--- src/core/iet_pkg.sv ---
// constants for the infrared carrier envelope timer.
// assumes one 250 MHz clock and a 32-bit classic wishbone slave port.
package iet_pkg;

   // clock and timing
   localparam int unsigned CLK_FREQ_MHZ   = 250;
   localparam int unsigned TICK_DIV       = 64;
   localparam int unsigned STAB_TIME_NS   = 1000;
   localparam int unsigned STAB_CYCLES    = (STAB_TIME_NS * CLK_FREQ_MHZ + 999) / 1000;
   localparam int unsigned PRESC_W        = 6;
   localparam int unsigned STAB_W         = 9;
   localparam int unsigned CNT_W          = 9;

   localparam logic [PRESC_W-1:0] PRESC_LAST  = 6'(TICK_DIV - 1);
   localparam logic [STAB_W-1:0]  STAB_LOAD   = 9'(STAB_CYCLES);

   // register byte addresses
   localparam int unsigned        ADR_W             = 8;
   localparam logic [ADR_W-1:0]   ADDR_COUNT_LOW    = 8'h00;
   localparam logic [ADR_W-1:0]   ADDR_CONTROL      = 8'h04;
   localparam logic [ADR_W-1:0]   ADDR_STATUS       = 8'h08;

   // control register fields
   localparam int unsigned CTL_BIT8_POS   = 0;
   localparam int unsigned CTL_RUN_POS    = 1;
   localparam int unsigned CTL_NRDY_POS   = 5;
   localparam int unsigned CTL_FUNC_POS   = 6;
   localparam int unsigned CTL_END_POS    = 7;

   // status register fields
   localparam int unsigned STS_GATE_POS   = 0;
   localparam int unsigned STS_ZERO_POS   = 1;
   localparam int unsigned STS_CNT_POS    = 16;

   // reset values
   localparam logic [7:0]       COUNT_LOW_RST = 8'h00;
   localparam logic [CNT_W-1:0] COUNTER_RST   = 9'h000;
   localparam logic [CNT_W-1:0] COUNTER_ONE   = 9'h001;
   localparam logic             FUNC_RST      = 1'b0;
   localparam logic             END_RST       = 1'b1;
   localparam logic [31:0]      DATA_ZERO     = 32'h0000_0000;

   // output function select encodings
   localparam logic FUNC_OPEN_DRAIN = 1'b0;
   localparam logic FUNC_PUSH_PULL  = 1'b1;

endpackage : iet_pkg

--- src/core/iet_envelope_timer.sv ---
// envelope timer gating the ir carrier onto the dual-function output pin.
// assumes carrier, carrier disable and halt come from logic on REF_CLK;
// software reaches the registers over a 32-bit classic wishbone slave.
//
// The implementer's own choices: the placing of the registers and register access over Wishbone.
`timescale 1ns/1ps

module iet_envelope_timer (
   input  wire logic                        REF_CLK,
   input  wire logic                        RST,
   input  wire logic                        CYC_I,
   input  wire logic                        STB_I,
   input  wire logic                        WE_I,
   input  wire logic [iet_pkg::ADR_W-1:0]   ADR_I,
   input  wire logic [3:0]                  SEL_I,
   input  wire logic [31:0]                 DAT_I,
   output logic      [31:0]                 DAT_O,
   output logic                             ACK_O,
   input  wire logic                        CARRIER_IN,
   input  wire logic                        CARRIER_DISABLE,
   input  wire logic                        HALT_ACTIVE,
   output logic                             CARRIER_RESTART,
   output logic                             TIMER_GATE,
   output logic                             TIMER_END,
   output logic                             EMIT_O,
   output logic                             EMIT_OE
);

   // register file state
   logic [7:0]                     count_low_byte_reg;
   logic                           count_bit_eight_reg;
   logic                           run_enable_reg;
   logic                           func_sel_reg;
   logic                           operation_end_flag_reg;
   logic                           driver_not_ready_reg;

   // timer state
   logic [iet_pkg::CNT_W-1:0]      counter_reg;
   logic [iet_pkg::PRESC_W-1:0]    presc_reg;
   logic [iet_pkg::STAB_W-1:0]     stab_reg;
   logic                           halt_prev_reg;

   // bus decode
   logic                           bus_req;
   logic                           wr_low;
   logic                           wr_ctl;
   logic                           wr_run;
   logic                           wr_func;
   logic                           wr_bit8;
   logic                           counting;
   logic                           load_ctl;
   logic                           tick;
   logic                           run_rise;
   logic                           od_entry;
   logic                           counter_zero;
   logic                           driver_not_ready;
   logic                           gated_signal;
   logic [iet_pkg::CNT_W-1:0]      load_value;
   logic [31:0]                    rd_next;
   logic                           wr_req;
   logic                           rd_req;
   logic                           end_tick;
   logic                           step;
   logic                           func_switch;
   logic                           halt_wake;
   logic [7:0]                     ctl_rd;
   logic [31:0]                    sts_rd;

   // single-cycle classic request; ack drops the cycle after it rises
   assign bus_req  = CYC_I & STB_I & ~ACK_O;
   assign wr_req   = bus_req & WE_I & SEL_I[0];
   assign wr_low   = wr_req & (ADR_I == iet_pkg::ADDR_COUNT_LOW);
   assign wr_ctl   = wr_req & (ADR_I == iet_pkg::ADDR_CONTROL);
   assign wr_run   = DAT_I[iet_pkg::CTL_RUN_POS];
   assign wr_func  = DAT_I[iet_pkg::CTL_FUNC_POS];
   assign wr_bit8  = DAT_I[iet_pkg::CTL_BIT8_POS];

   // counting only while enabled and not yet ended
   assign counting = run_enable_reg & ~operation_end_flag_reg;

   // a control write while the count is live only stores fields, so a
   // read-modify-write that clears run keeps the count value
   assign load_ctl   = wr_ctl & ~counting;
   assign load_value = {wr_bit8, count_low_byte_reg};

   assign tick       = (presc_reg == iet_pkg::PRESC_LAST);
   assign counter_zero = (counter_reg == iet_pkg::COUNTER_RST);

   // the last tick of a live count ends the operation
   assign end_tick = counting & tick & counter_zero;
   assign step     = counting & tick & ~counter_zero;
   assign rd_req   = bus_req & ~WE_I;

   // run rises when written 1 over a stored 0
   assign run_rise = wr_ctl & wr_run & ~run_enable_reg;

   // driver becomes active: leaving halt or switching from push-pull
   assign func_switch = wr_ctl & (wr_func == iet_pkg::FUNC_OPEN_DRAIN)
                      & (func_sel_reg == iet_pkg::FUNC_PUSH_PULL);
   assign halt_wake   = halt_prev_reg & ~HALT_ACTIVE
                      & (func_sel_reg == iet_pkg::FUNC_OPEN_DRAIN);
   assign od_entry    = func_switch | halt_wake;

   // flag has no meaning in push-pull mode
   assign driver_not_ready = driver_not_ready_reg
                           & (func_sel_reg == iet_pkg::FUNC_OPEN_DRAIN);

   // low count byte
   always_ff @(posedge REF_CLK) begin
      if (RST) begin
         count_low_byte_reg <= iet_pkg::COUNT_LOW_RST;
      end else if (wr_low) begin
         count_low_byte_reg <= DAT_I[7:0];
      end
   end

   // counter bit eight, kept for read-back; a load takes it from the write data
   always_ff @(posedge REF_CLK) begin
      if (RST) begin
         count_bit_eight_reg <= 1'b0;
      end else if (wr_ctl) begin
         count_bit_eight_reg <= wr_bit8;
      end
   end

   // run enable; a cleared run freezes the count in place
   always_ff @(posedge REF_CLK) begin
      if (RST) begin
         run_enable_reg <= 1'b0;
      end else if (wr_ctl) begin
         run_enable_reg <= wr_run;
      end
   end

   // pin function select
   always_ff @(posedge REF_CLK) begin
      if (RST) begin
         func_sel_reg <= iet_pkg::FUNC_RST;
      end else if (wr_ctl) begin
         func_sel_reg <= wr_func;
      end
   end

   // operation end flag: the zero tick wins over a load, and a
   // load clears it only when no end tick lands in the same cycle
   always_ff @(posedge REF_CLK) begin
      if (RST) begin
         operation_end_flag_reg <= iet_pkg::END_RST;
      end else if (end_tick) begin
         operation_end_flag_reg <= 1'b1;
      end else if (load_ctl) begin
         operation_end_flag_reg <= 1'b0;
      end
   end

   // prescaler restarts with each load or start so the first step is full
   always_ff @(posedge REF_CLK) begin
      if (RST) begin
         presc_reg <= '0;
      end else if (load_ctl | run_rise | ~counting) begin
         presc_reg <= '0;
      end else begin
         presc_reg <= presc_reg + 1'b1;
      end
   end

   // nine-bit down counter
   always_ff @(posedge REF_CLK) begin
      if (RST) begin
         counter_reg <= iet_pkg::COUNTER_RST;
      end else if (load_ctl) begin
         // a write that sets run over a cleared run also lands here,
         // which reloads the stored count
         counter_reg <= load_value;
      end else if (step) begin
         counter_reg <= counter_reg - iet_pkg::COUNTER_ONE;
      end
   end
   // a zero count still takes one tick before the end flag sets

   // stabilisation counter, restarted on every driver activation
   always_ff @(posedge REF_CLK) begin
      if (RST) begin
         stab_reg <= iet_pkg::STAB_LOAD;
      end else if (od_entry) begin
         stab_reg <= iet_pkg::STAB_LOAD;
      end else if (stab_reg != '0) begin
         stab_reg <= stab_reg - 1'b1;
      end
   end

   // not-ready flag; a new activation wins over the expiring delay
   always_ff @(posedge REF_CLK) begin
      if (RST) begin
         // reset leaves the open-drain function just turned on
         driver_not_ready_reg <= 1'b1;
      end else if (od_entry) begin
         driver_not_ready_reg <= 1'b1;
      end else if (stab_reg == '0) begin
         driver_not_ready_reg <= 1'b0;
      end
   end

   // halt edge detect
   always_ff @(posedge REF_CLK) begin
      if (RST) begin
         halt_prev_reg <= 1'b0;
      end else begin
         halt_prev_reg <= HALT_ACTIVE;
      end
   end

   // control read image; bits two to four stay zero
   always_comb begin
      ctl_rd                        = 8'h00;
      ctl_rd[iet_pkg::CTL_BIT8_POS] = count_bit_eight_reg;
      ctl_rd[iet_pkg::CTL_RUN_POS]  = run_enable_reg;
      ctl_rd[iet_pkg::CTL_NRDY_POS] = driver_not_ready;
      ctl_rd[iet_pkg::CTL_FUNC_POS] = func_sel_reg;
      ctl_rd[iet_pkg::CTL_END_POS]  = operation_end_flag_reg;
   end

   // status read image: live gate, zero-end and the counter itself
   always_comb begin
      sts_rd = iet_pkg::DATA_ZERO;
      sts_rd[iet_pkg::STS_GATE_POS] = counting;
      sts_rd[iet_pkg::STS_ZERO_POS] = counter_zero & ~counting;
      sts_rd[iet_pkg::STS_CNT_POS +: iet_pkg::CNT_W] = counter_reg;
   end

   // read mux; unmapped addresses read zero
   always_comb begin
      rd_next = iet_pkg::DATA_ZERO;
      case (ADR_I)
         iet_pkg::ADDR_COUNT_LOW: begin
            rd_next[7:0] = count_low_byte_reg;
         end
         iet_pkg::ADDR_CONTROL: begin
            rd_next[7:0] = ctl_rd;
         end
         iet_pkg::ADDR_STATUS: begin
            rd_next = sts_rd;
         end
         default: begin
            rd_next = iet_pkg::DATA_ZERO;
         end
      endcase
   end

   // acknowledge: one cycle per taken request
   always_ff @(posedge REF_CLK) begin
      if (RST) begin
         ACK_O <= 1'b0;
      end else begin
         ACK_O <= bus_req;
      end
   end

   // read data holds until the next read
   always_ff @(posedge REF_CLK) begin
      if (RST) begin
         DAT_O <= iet_pkg::DATA_ZERO;
      end else if (rd_req) begin
         DAT_O <= rd_next;
      end
   end

   // timer output, one cycle behind the counting state
   always_ff @(posedge REF_CLK) begin
      if (RST) begin
         TIMER_GATE <= 1'b0;
      end else begin
         TIMER_GATE <= counting;
      end
   end

   // end detector holds while zero and stopped
   always_ff @(posedge REF_CLK) begin
      if (RST) begin
         TIMER_END <= 1'b0;
      end else begin
         TIMER_END <= counter_zero & ~counting;
      end
   end

   // neighbour carrier generator restarts in its low phase
   always_ff @(posedge REF_CLK) begin
      if (RST) begin
         CARRIER_RESTART <= 1'b0;
      end else begin
         CARRIER_RESTART <= run_rise | (load_ctl & wr_run);
      end
   end

   // pin level: carrier gated by the timer, or plain timer when disabled
   assign gated_signal = CARRIER_DISABLE ? counting : (counting & CARRIER_IN);

   // push-pull drives the level; open-drain never drives high
   always_ff @(posedge REF_CLK) begin
      if (RST) begin
         EMIT_O <= 1'b0;
      end else if (func_sel_reg == iet_pkg::FUNC_PUSH_PULL) begin
         EMIT_O <= gated_signal;
      end else begin
         EMIT_O <= 1'b0;
      end
   end

   // open-drain sinks while the signal is high and floats otherwise,
   // so an idle pin never pulls the emitter on
   always_ff @(posedge REF_CLK) begin
      if (RST) begin
         EMIT_OE <= 1'b0;
      end else if (func_sel_reg == iet_pkg::FUNC_PUSH_PULL) begin
         EMIT_OE <= 1'b1;
      end else begin
         EMIT_OE <= gated_signal;
      end
   end

endmodule // iet_envelope_timer

--- config.mk ---
export PLATFORM = sky130hd
export DESIGN_NAME = iet_envelope_timer
export DESIGN_NICKNAME = d
export VERILOG_FILES = /design/src/core/iet_pkg.sv /design/src/core/iet_envelope_timer.sv
export SDC_FILE = /design/constraint.sdc
export NUM_CORES = 1
export LEC_CHECK = 0
export BUFFER_PORTS_ARGS = -buffer_cell sky130_fd_sc_hd__clkbuf_2
export CELL_PAD_IN_SITES_DETAIL_PLACEMENT = 1
export CELL_PAD_IN_SITES_GLOBAL_PLACEMENT = 2
export CORE_UTILIZATION = 30
export CTS_BUF_LIST = sky130_fd_sc_hd__clkbuf_2
export DETAILED_ROUTE_END_ITERATION = 6
export GPL_TIMING_DRIVEN = 0
export PLACE_DENSITY = 0.8
export SKIP_CTS_REPAIR_TIMING = 1
export SKIP_LAST_GASP = 1
export SLEW_MARGIN = 20
export SYNTH_ARGS = -nofsm -noshare
export SYNTH_HDL_FRONTEND = slang
export SYNTH_SLANG_ARGS = --single-unit
export TNS_END_PERCENT = 30
--- constraint.sdc ---
create_clock -name REF_CLK -period 2.5 [get_ports REF_CLK]
set_input_delay 0.375 -clock REF_CLK [delete_from_list [all_inputs] [get_ports REF_CLK]]
set_output_delay 0.375 -clock REF_CLK [all_outputs]
set_load 0.01 [all_outputs]
==> results of run 1 <==
[routing by layer]
layer  vias up  wire (µm)  GRT usage, %
li1       1173          -             -
met1      1153       3368         20.75
met2        50       3461         27.25
met3        10        299         3.974
met4         0        108         7.577
met5         -          0             0
[cell usage after synthesis (all sizes together), types with 5 or more instances]
cell type,number,area [µm²]
a22oi,14,105.1
nor2,46,172.7
or3,5,32.53
nor3,6,40.04
mux2i,15,150.1
nand2b,6,37.54
nand2,23,88.84
dfxtp,61,1221
a21oi,10,50.05
inv,6,22.52
clkbuf,10,37.54
nor4,5,31.28
nand3,10,50.05
buf,17,128.9
[logic make-up after synthesis]
kind of cell	after synthesis	share of synthesized area, %
compound gates	50	13.22
xor+xnor	7	2.273
fa+ha+maj	3	1.392
buf+inv	33	7.004
flops	61	45.27
mux	15	5.566
other cells	1	0.1390
simple gates	129	25.14
[through the flow]
step           setup WS, ps  TNS, ps  power (mW)  util (%)  std cells
2_1_floorplan         459.8        0       1.093         -        313
3_3_place_gp          8.549        0       1.132     35.67        466
3_5_place_dp         -122.8   -362.1       1.136     35.67        466
4_1_cts               183.9        0       1.844     37.13        482
5_1_grt               62.89        0       1.904     37.13        482
6_report              199.5        0       1.821     37.13        482
[layout make-up]
cell class	instances	area, µm²	share of cell area [%]
inverters	6	22.52	0.6955
flip-flops and latches	61	1221	37.71
repair buffers	45	225.2	6.955
multi-input cells	219	1340	41.38
clock inverters	6	77.57	2.396
well taps	108	135.1	4.173
clock buffers	10	50.05	1.546
plain buffers	27	166.4	5.139
[cell usage in the layout (no fill, tap or decap), types with 4 or more instances in the layout]
cell / instances
buf_4: 15
nand2b_1: 6
conb_1: 15
clkbuf_2: 55
clkbuf_1: 10
nand3_1: 10
nor4_1: 5
a31oi_1: 4
a22oi_1: 14
nor3_1: 4
nor2_1: 46
o21ai_0: 4
inv_1: 6
xnor2_1: 4
dfxtp_1: 61
nand2_1: 22
a21oi_1: 10
mux2i_1: 15
or3_1: 4
nor2b_1: 4
[power by group through the flow]
stage,registers (mW),logic (mW),clock network [mW]
6_report,0.991,0.125,0.705
5_1_grt,0.994,0.138,0.771
4_1_cts,0.992,0.125,0.728
3_5_place_dp,1.01,0.124,0
3_3_place_gp,1.01,0.121,0
2_1_floorplan,1.01,0.0825,0
[worst max-delay path, cell delays in order, from the launching register on]
cell and delay, ps:
dfxtp_1 390, inv_1 90, ha_1 260, or4b_4 510, or4_4 430, buf_6 150, nand2_2 100, a2bb2oi_1 180
a21oi_1 80
[how the worst max path moves through the flow]
stage / startpoint / end / cells after the start
finish: counter_reg[0] / counter_reg[0] / 8
global route: counter_reg[1] / counter_reg[0] / 8
CTS: counter_reg[0] / counter_reg[0] / 8
detailed placement: ADR_I[1] / counter_reg[2] / 6
global placement: ADR_I[1] / counter_reg[2] / 6
floorplan: counter_reg[0] / DAT_O[1] / 7
==> results.py, run 1 <==
metrics = {
    "setup_path": {
        "crit_fanout": 7,
        "cp-start-kind": "register",
        "timing.rr.start": "counter_reg[0]",
        "worstSetupPathType": "register to register",
        "r2r-end": "counter_reg[0]",
        "cp-end-kind": "register",
        "crit_arrival_ps": 2700,
        "ff2ff_setup_slack_ps": 200,
        "reg2regPathDepth": 8,
        "required_ps": 2900,
    },
    "placement": {
        "place_hpwl_um": 5385,
        "portBuffers": 45,
        "gp_congestion": 0.9079,
        "dpl_cell_area_um2": 3110,
    },
    "die": {
        "dieHeight_um": 96.83,
        "ios": 90,
        "die-area_um2": 9375,
        "die_w_um": 96.83,
        "rows": 34,
        "initial_core_util_pct": 30.93,
        "coreArea_um2": 8721,
    },
    "yosys": {
        "synth-main-ff-cell": "dfxtp_1",
        "syn_inst": 299,
        "synth-seq-area-share_pct": 45.27,
        "avgSynthCellArea_um2": 9.022,
        "ys_types": 52,
        "ys_seq_elements": 61,
        "async_reset_ff_share_pct": 0,
        "mappedNetlistArea_um2": 2698,
        "synth_edf_count": 0,
        "ys.warnings.count": 0,
    },
    "flow_run": {
        "max_cap_violations": 0,
    },
    "pwr": {
        "power_frac_comb_pct": 6.9,
        "p_leak_nw": 1.395,
        "swShare_pct": 25.16,
        "ir_drop_uv": 256.5,
        "p_int_mw": 1.363,
        "p_seq_share_pct": 54.4,
        "power_per_cell_area_nw_per_um2": 562.5,
        "p_clk_share_pct": 38.7,
        "p_sw_mw": 0.4582,
    },
    "route": {
        "routed_wl_um": 7237,
        "drc": 0,
        "first_pass_iters": 4,
        "avgViaCountPerCell": 4.950,
        "ant_nets": 0,
        "drtIter0Drc": 51,
        "dr_total_vias": 2386,
        "wire_per_inst_um": 15.01,
    },
    "timing": {
        "finalSetupViolCount": 0,
        "fin_hold_ws_ps": 90.59,
        "worstMarginPinSlew_ps": 661.7,
        "hold_viol_final": 0,
        "period_minus_slack_ps": 2301,
        "fmax_ghz": 0.4347,
        "worst_clock_skew_ps": 22.50,
        "fin_crit_sh_pct": 92.02,
        "relSlewSlack_pct": 54.75,
        "rsz0062_at_grt": "no",
        "drv_slew": 0,
    },
    "clock_network": {
        "clockRootBuffer": "clkbuf_2",
        "cts_tree": "done",
        "cts_buffers": 9,
        "clk_latency_ps": 520,
        "cts.sinks": 61,
        "clk_pin_slew_ps": 170,
        "htreeDepth": 3,
        "clk_path_buf_depth": 2,
    },
    "min_path": {
        "hold_start": "DAT_I[4]",
        "min_path_cells": 3,
        "whs_endpoint": "count_low_byte_reg[4]",
        "holdCritPathClass": "primary input to register",
    },
    "finish": {
        "fillers": 1058,
        "largest_reg_flops": 17,
        "n_antenna_cell": 0,
        "syn_to_final_growth_pct": 20.04,
        "final_area_um2": 3238,
        "fin_nets": 424,
        "drive_gt1_share_pct": 22.73,
    },
    "grt": {
        "grt_pass1_vias": 2459,
        "grt_pass1_wl_um": 12340,
        "grt_usage_pct": 16.68,
        "grt_antenna_before_repair": 0,
        "grt_max_degree": 11,
        "grt-ovfl-total": 0,
    },
    "run_status": {
        "outcome": "completed",
    },
}
Power figures use the tool's default switching activity.
==> run 2, diff against run 1 <==
--- a/config.mk
+++ b/config.mk
@@ -5,14 +5,15 @@
 export SDC_FILE = /design/constraint.sdc
 export NUM_CORES = 1
 export LEC_CHECK = 0
-export BUFFER_PORTS_ARGS = -buffer_cell sky130_fd_sc_hd__clkbuf_2
+export ABC_AREA = 1
 export CELL_PAD_IN_SITES_DETAIL_PLACEMENT = 1
 export CELL_PAD_IN_SITES_GLOBAL_PLACEMENT = 2
-export CORE_UTILIZATION = 30
+export CORE_UTILIZATION = 35
 export CTS_BUF_LIST = sky130_fd_sc_hd__clkbuf_2
 export DETAILED_ROUTE_END_ITERATION = 6
+export DONT_BUFFER_PORTS = 1
 export GPL_TIMING_DRIVEN = 0
-export PLACE_DENSITY = 0.8
+export PLACE_DENSITY = 0.79
 export SKIP_CTS_REPAIR_TIMING = 1
 export SKIP_LAST_GASP = 1
 export SLEW_MARGIN = 20
==> run 2 against run 1 <==
  * Critical path depth increased by 1
  * Flip-flop and latch count unchanged
  * Synthesized cell count up 36%
  * Combinational power fell by 15%
  * Sequential share of layout area shrank 0.23 points
  * Sequential power about the same
  * Largest cell class unchanged
  * Highest routed layer unchanged
==> results.py, run 2 <==
metrics = {
    "setup_path": {
        "critPathTopFamily": "simple AND/OR/NAND/NOR gates",
        "cpMaxStageDelayCell": "dfxtp_1",
        "required_ps": 2870,
        "crit_arrival_ps": 2060,
        "cp-end-kind": "register",
        "worst-path-buf-inv": 2,
        "worstSetupPathType": "register to register",
        "crit_chain": "inv_1 -> ha_1 -> nand2_1 -> nor2_1 -> inv_1 -> nor2_1 -> nand2_2 -> nand3_1 -> nand3_1",
        "reg2regPathDepth": 9,
        "max_stage_delay_ps": 360,
        "cp-start-kind": "register",
        "path_depth": 9,
        "crit_fanout": 9,
    },
    "yosys": {
        "synth.top_cells.by_count": "nand2_1, dfxtp_1, nand3_1",
        "ys_types": 32,
        "avgSynthCellArea_um2": 7.249,
        "synth-main-ff-cell": "dfxtp_1",
        "ys.warnings.count": 0,
        "synth.top_cell.area_share_pct": 41.39,
        "syn_inst": 407,
        "async_reset_ff_share_pct": 0,
        "synth_most_common_cell": "nand2_1",
        "yosysTopAreaCell": "dfxtp_1",
        "mappedNetlistArea_um2": 2950,
        "synth-seq-area-share_pct": 41.39,
        "synth_edf_count": 0,
        "ys_seq_elements": 61,
        "synth_area_leaders": "dfxtp_1, nand2_1, nand3_1, a21oi_1, nor2_1",
    },
    "run_status": {
        "outcome": "completed",
    },
    "timing": {
        "fin_crit_sh_pct": 67.62,
        "finalSetupViolCount": 0,
        "setup_tns_ps": 0,
        "setup_ws_ps": 809.4,
        "hold_viol_final": 0,
        "worst_clock_skew_ps": 29.94,
        "drv_slew": 0,
        "relSlewSlack_pct": 63.33,
        "worstMarginPinSlew_ps": 550.0,
        "period_minus_slack_ps": 1691,
        "fmax_ghz": 0.5915,
        "rsz0062_at_grt": "no",
    },
    "die": {
        "die_w_um": 93.81,
        "dieHeight_um": 93.81,
        "die-area_um2": 8800,
        "coreArea_um2": 8175,
        "ios": 90,
        "initial_core_util_pct": 36.09,
        "rows": 33,
    },
    "min_path": {
        "holdCritPathClass": "primary input to register",
        "min_path_cells": 2,
    },
    "clock_network": {
        "cts.sinks": 61,
        "htreeDepth": 3,
        "clockRootBuffer": "clkbuf_2",
        "cts_tree": "done",
        "clk_pin_slew_ps": 170,
        "cts_buffers": 9,
        "clk_path_buf_depth": 2,
        "clk_latency_ps": 480,
    },
    "flow_run": {
        "max_cap_violations": 0,
    },
    "placement": {
        "gp_congestion": 0.7833,
        "portBuffers": 0,
        "dpl_worst_slack_ps": 817.9,
        "place_hpwl_um": 5946,
    },
    "grt": {
        "grt_antenna_before_repair": 0,
        "grt-ovfl-total": 0,
        "grt_max_degree": 12,
        "grt_pass1_wl_um": 12750,
        "grt_pass1_vias": 2597,
        "grt_usage_pct": 18.61,
    },
    "pwr": {
        "ir_drop_uv": 199.5,
        "p_leak_nw": 1.358,
        "power_per_cell_area_nw_per_um2": 527.4,
    },
    "route": {
        "dr_total_vias": 2602,
        "drtIter0Drc": 91,
        "first_pass_iters": 4,
        "drc": 0,
        "ant_nets": 0,
        "routed_wl_um": 7617,
        "avgViaCountPerCell": 4.792,
        "wire_per_inst_um": 14.03,
    },
    "finish": {
        "largest_reg_flops": 17,
        "mostFrequentLayoutCell": "nand2_1",
        "fin_nets": 488,
        "syn_to_final_growth_pct": 10.43,
        "n_antenna_cell": 0,
        "drive_gt1_share_pct": 14.38,
        "layout_common_cells": "nand2_1, dfxtp_1, nand3_1, nor2_1, a21oi_1",
    },
}
## run 2: worst paths after layout
| check | from | endpoint | slack [ps] |
|---|---|---|---|
| hold reg to reg | presc_reg[0] | presc_reg[0] | 470 |
| setup reg to reg | stab_reg[0] | stab_reg[5] | 810 |
| setup / recovery | stab_reg[0] | stab_reg[5] | 810 |
| hold / removal | DAT_I[1] | CARRIER_RESTART | 20 |
## run 2: stage by stage
stage / instance area, µm² / hold WS (ps) / cells / power (mW) / utilization [%]
after floorplan: 3003 / 417.5 / 421 / 1.095 / -
after global placement: 3134 / 429.6 / 526 / 1.113 / 38.34
after detailed placement: 3134 / 453.5 / 526 / 1.116 / 38.34
after CTS: 3248 / -22.44 / 542 / 1.738 / 39.73
after global routing: 3258 / 1.238 / 543 / 1.804 / 39.85
final: 3258 / 23.60 / 543 / 1.718 / 39.85
## run 2: layout make-up
class	count	area [µm²]
well taps	105	131.4
repair buffers	1	10.01
fillers	1085	4917
clock buffers	10	50.05
inverters	39	146.4
multi-input cells	293	1445
clock inverters	6	63.81
plain buffers	28	190.2
flip-flops and latches	61	1221
## run 2: report_power, final
group | leakage [nW] | switching (mW) | total, mW | internal, mW
Sequential | 0.493 | 0.00730 | 0.991 | 0.984
Combinational | 0.797 | 0.0669 | 0.106 | 0.0389
Clock | 0.0679 | 0.388 | 0.621 | 0.233
## run 2: cells by family (layout without fill, tap and decap cells)
kind of cell / after synthesis / in the layout / share of synthesized area (%)
AND/OR/NAND/NOR: 224 / 224 / 36.39
AO/OA/AOI/OAI: 47 / 47 / 8.228
buffers and inverters: 67 / 84 / 11.41
XOR/XNOR: 4 / 4 / 1.188
other: 1 / 15 / 0.1271
flip-flops: 61 / 61 / 41.39
adder cells (fa/ha/maj): 3 / 3 / 1.272
## run 2: per-layer routing
metal	up-vias	GRT usage, %	routed length, µm
met1	1203	25.29	3791
met4	0	5.385	56
met3	6	4.935	438
li1	1339	-	-
met5	-	0	0
met2	54	28.77	3331
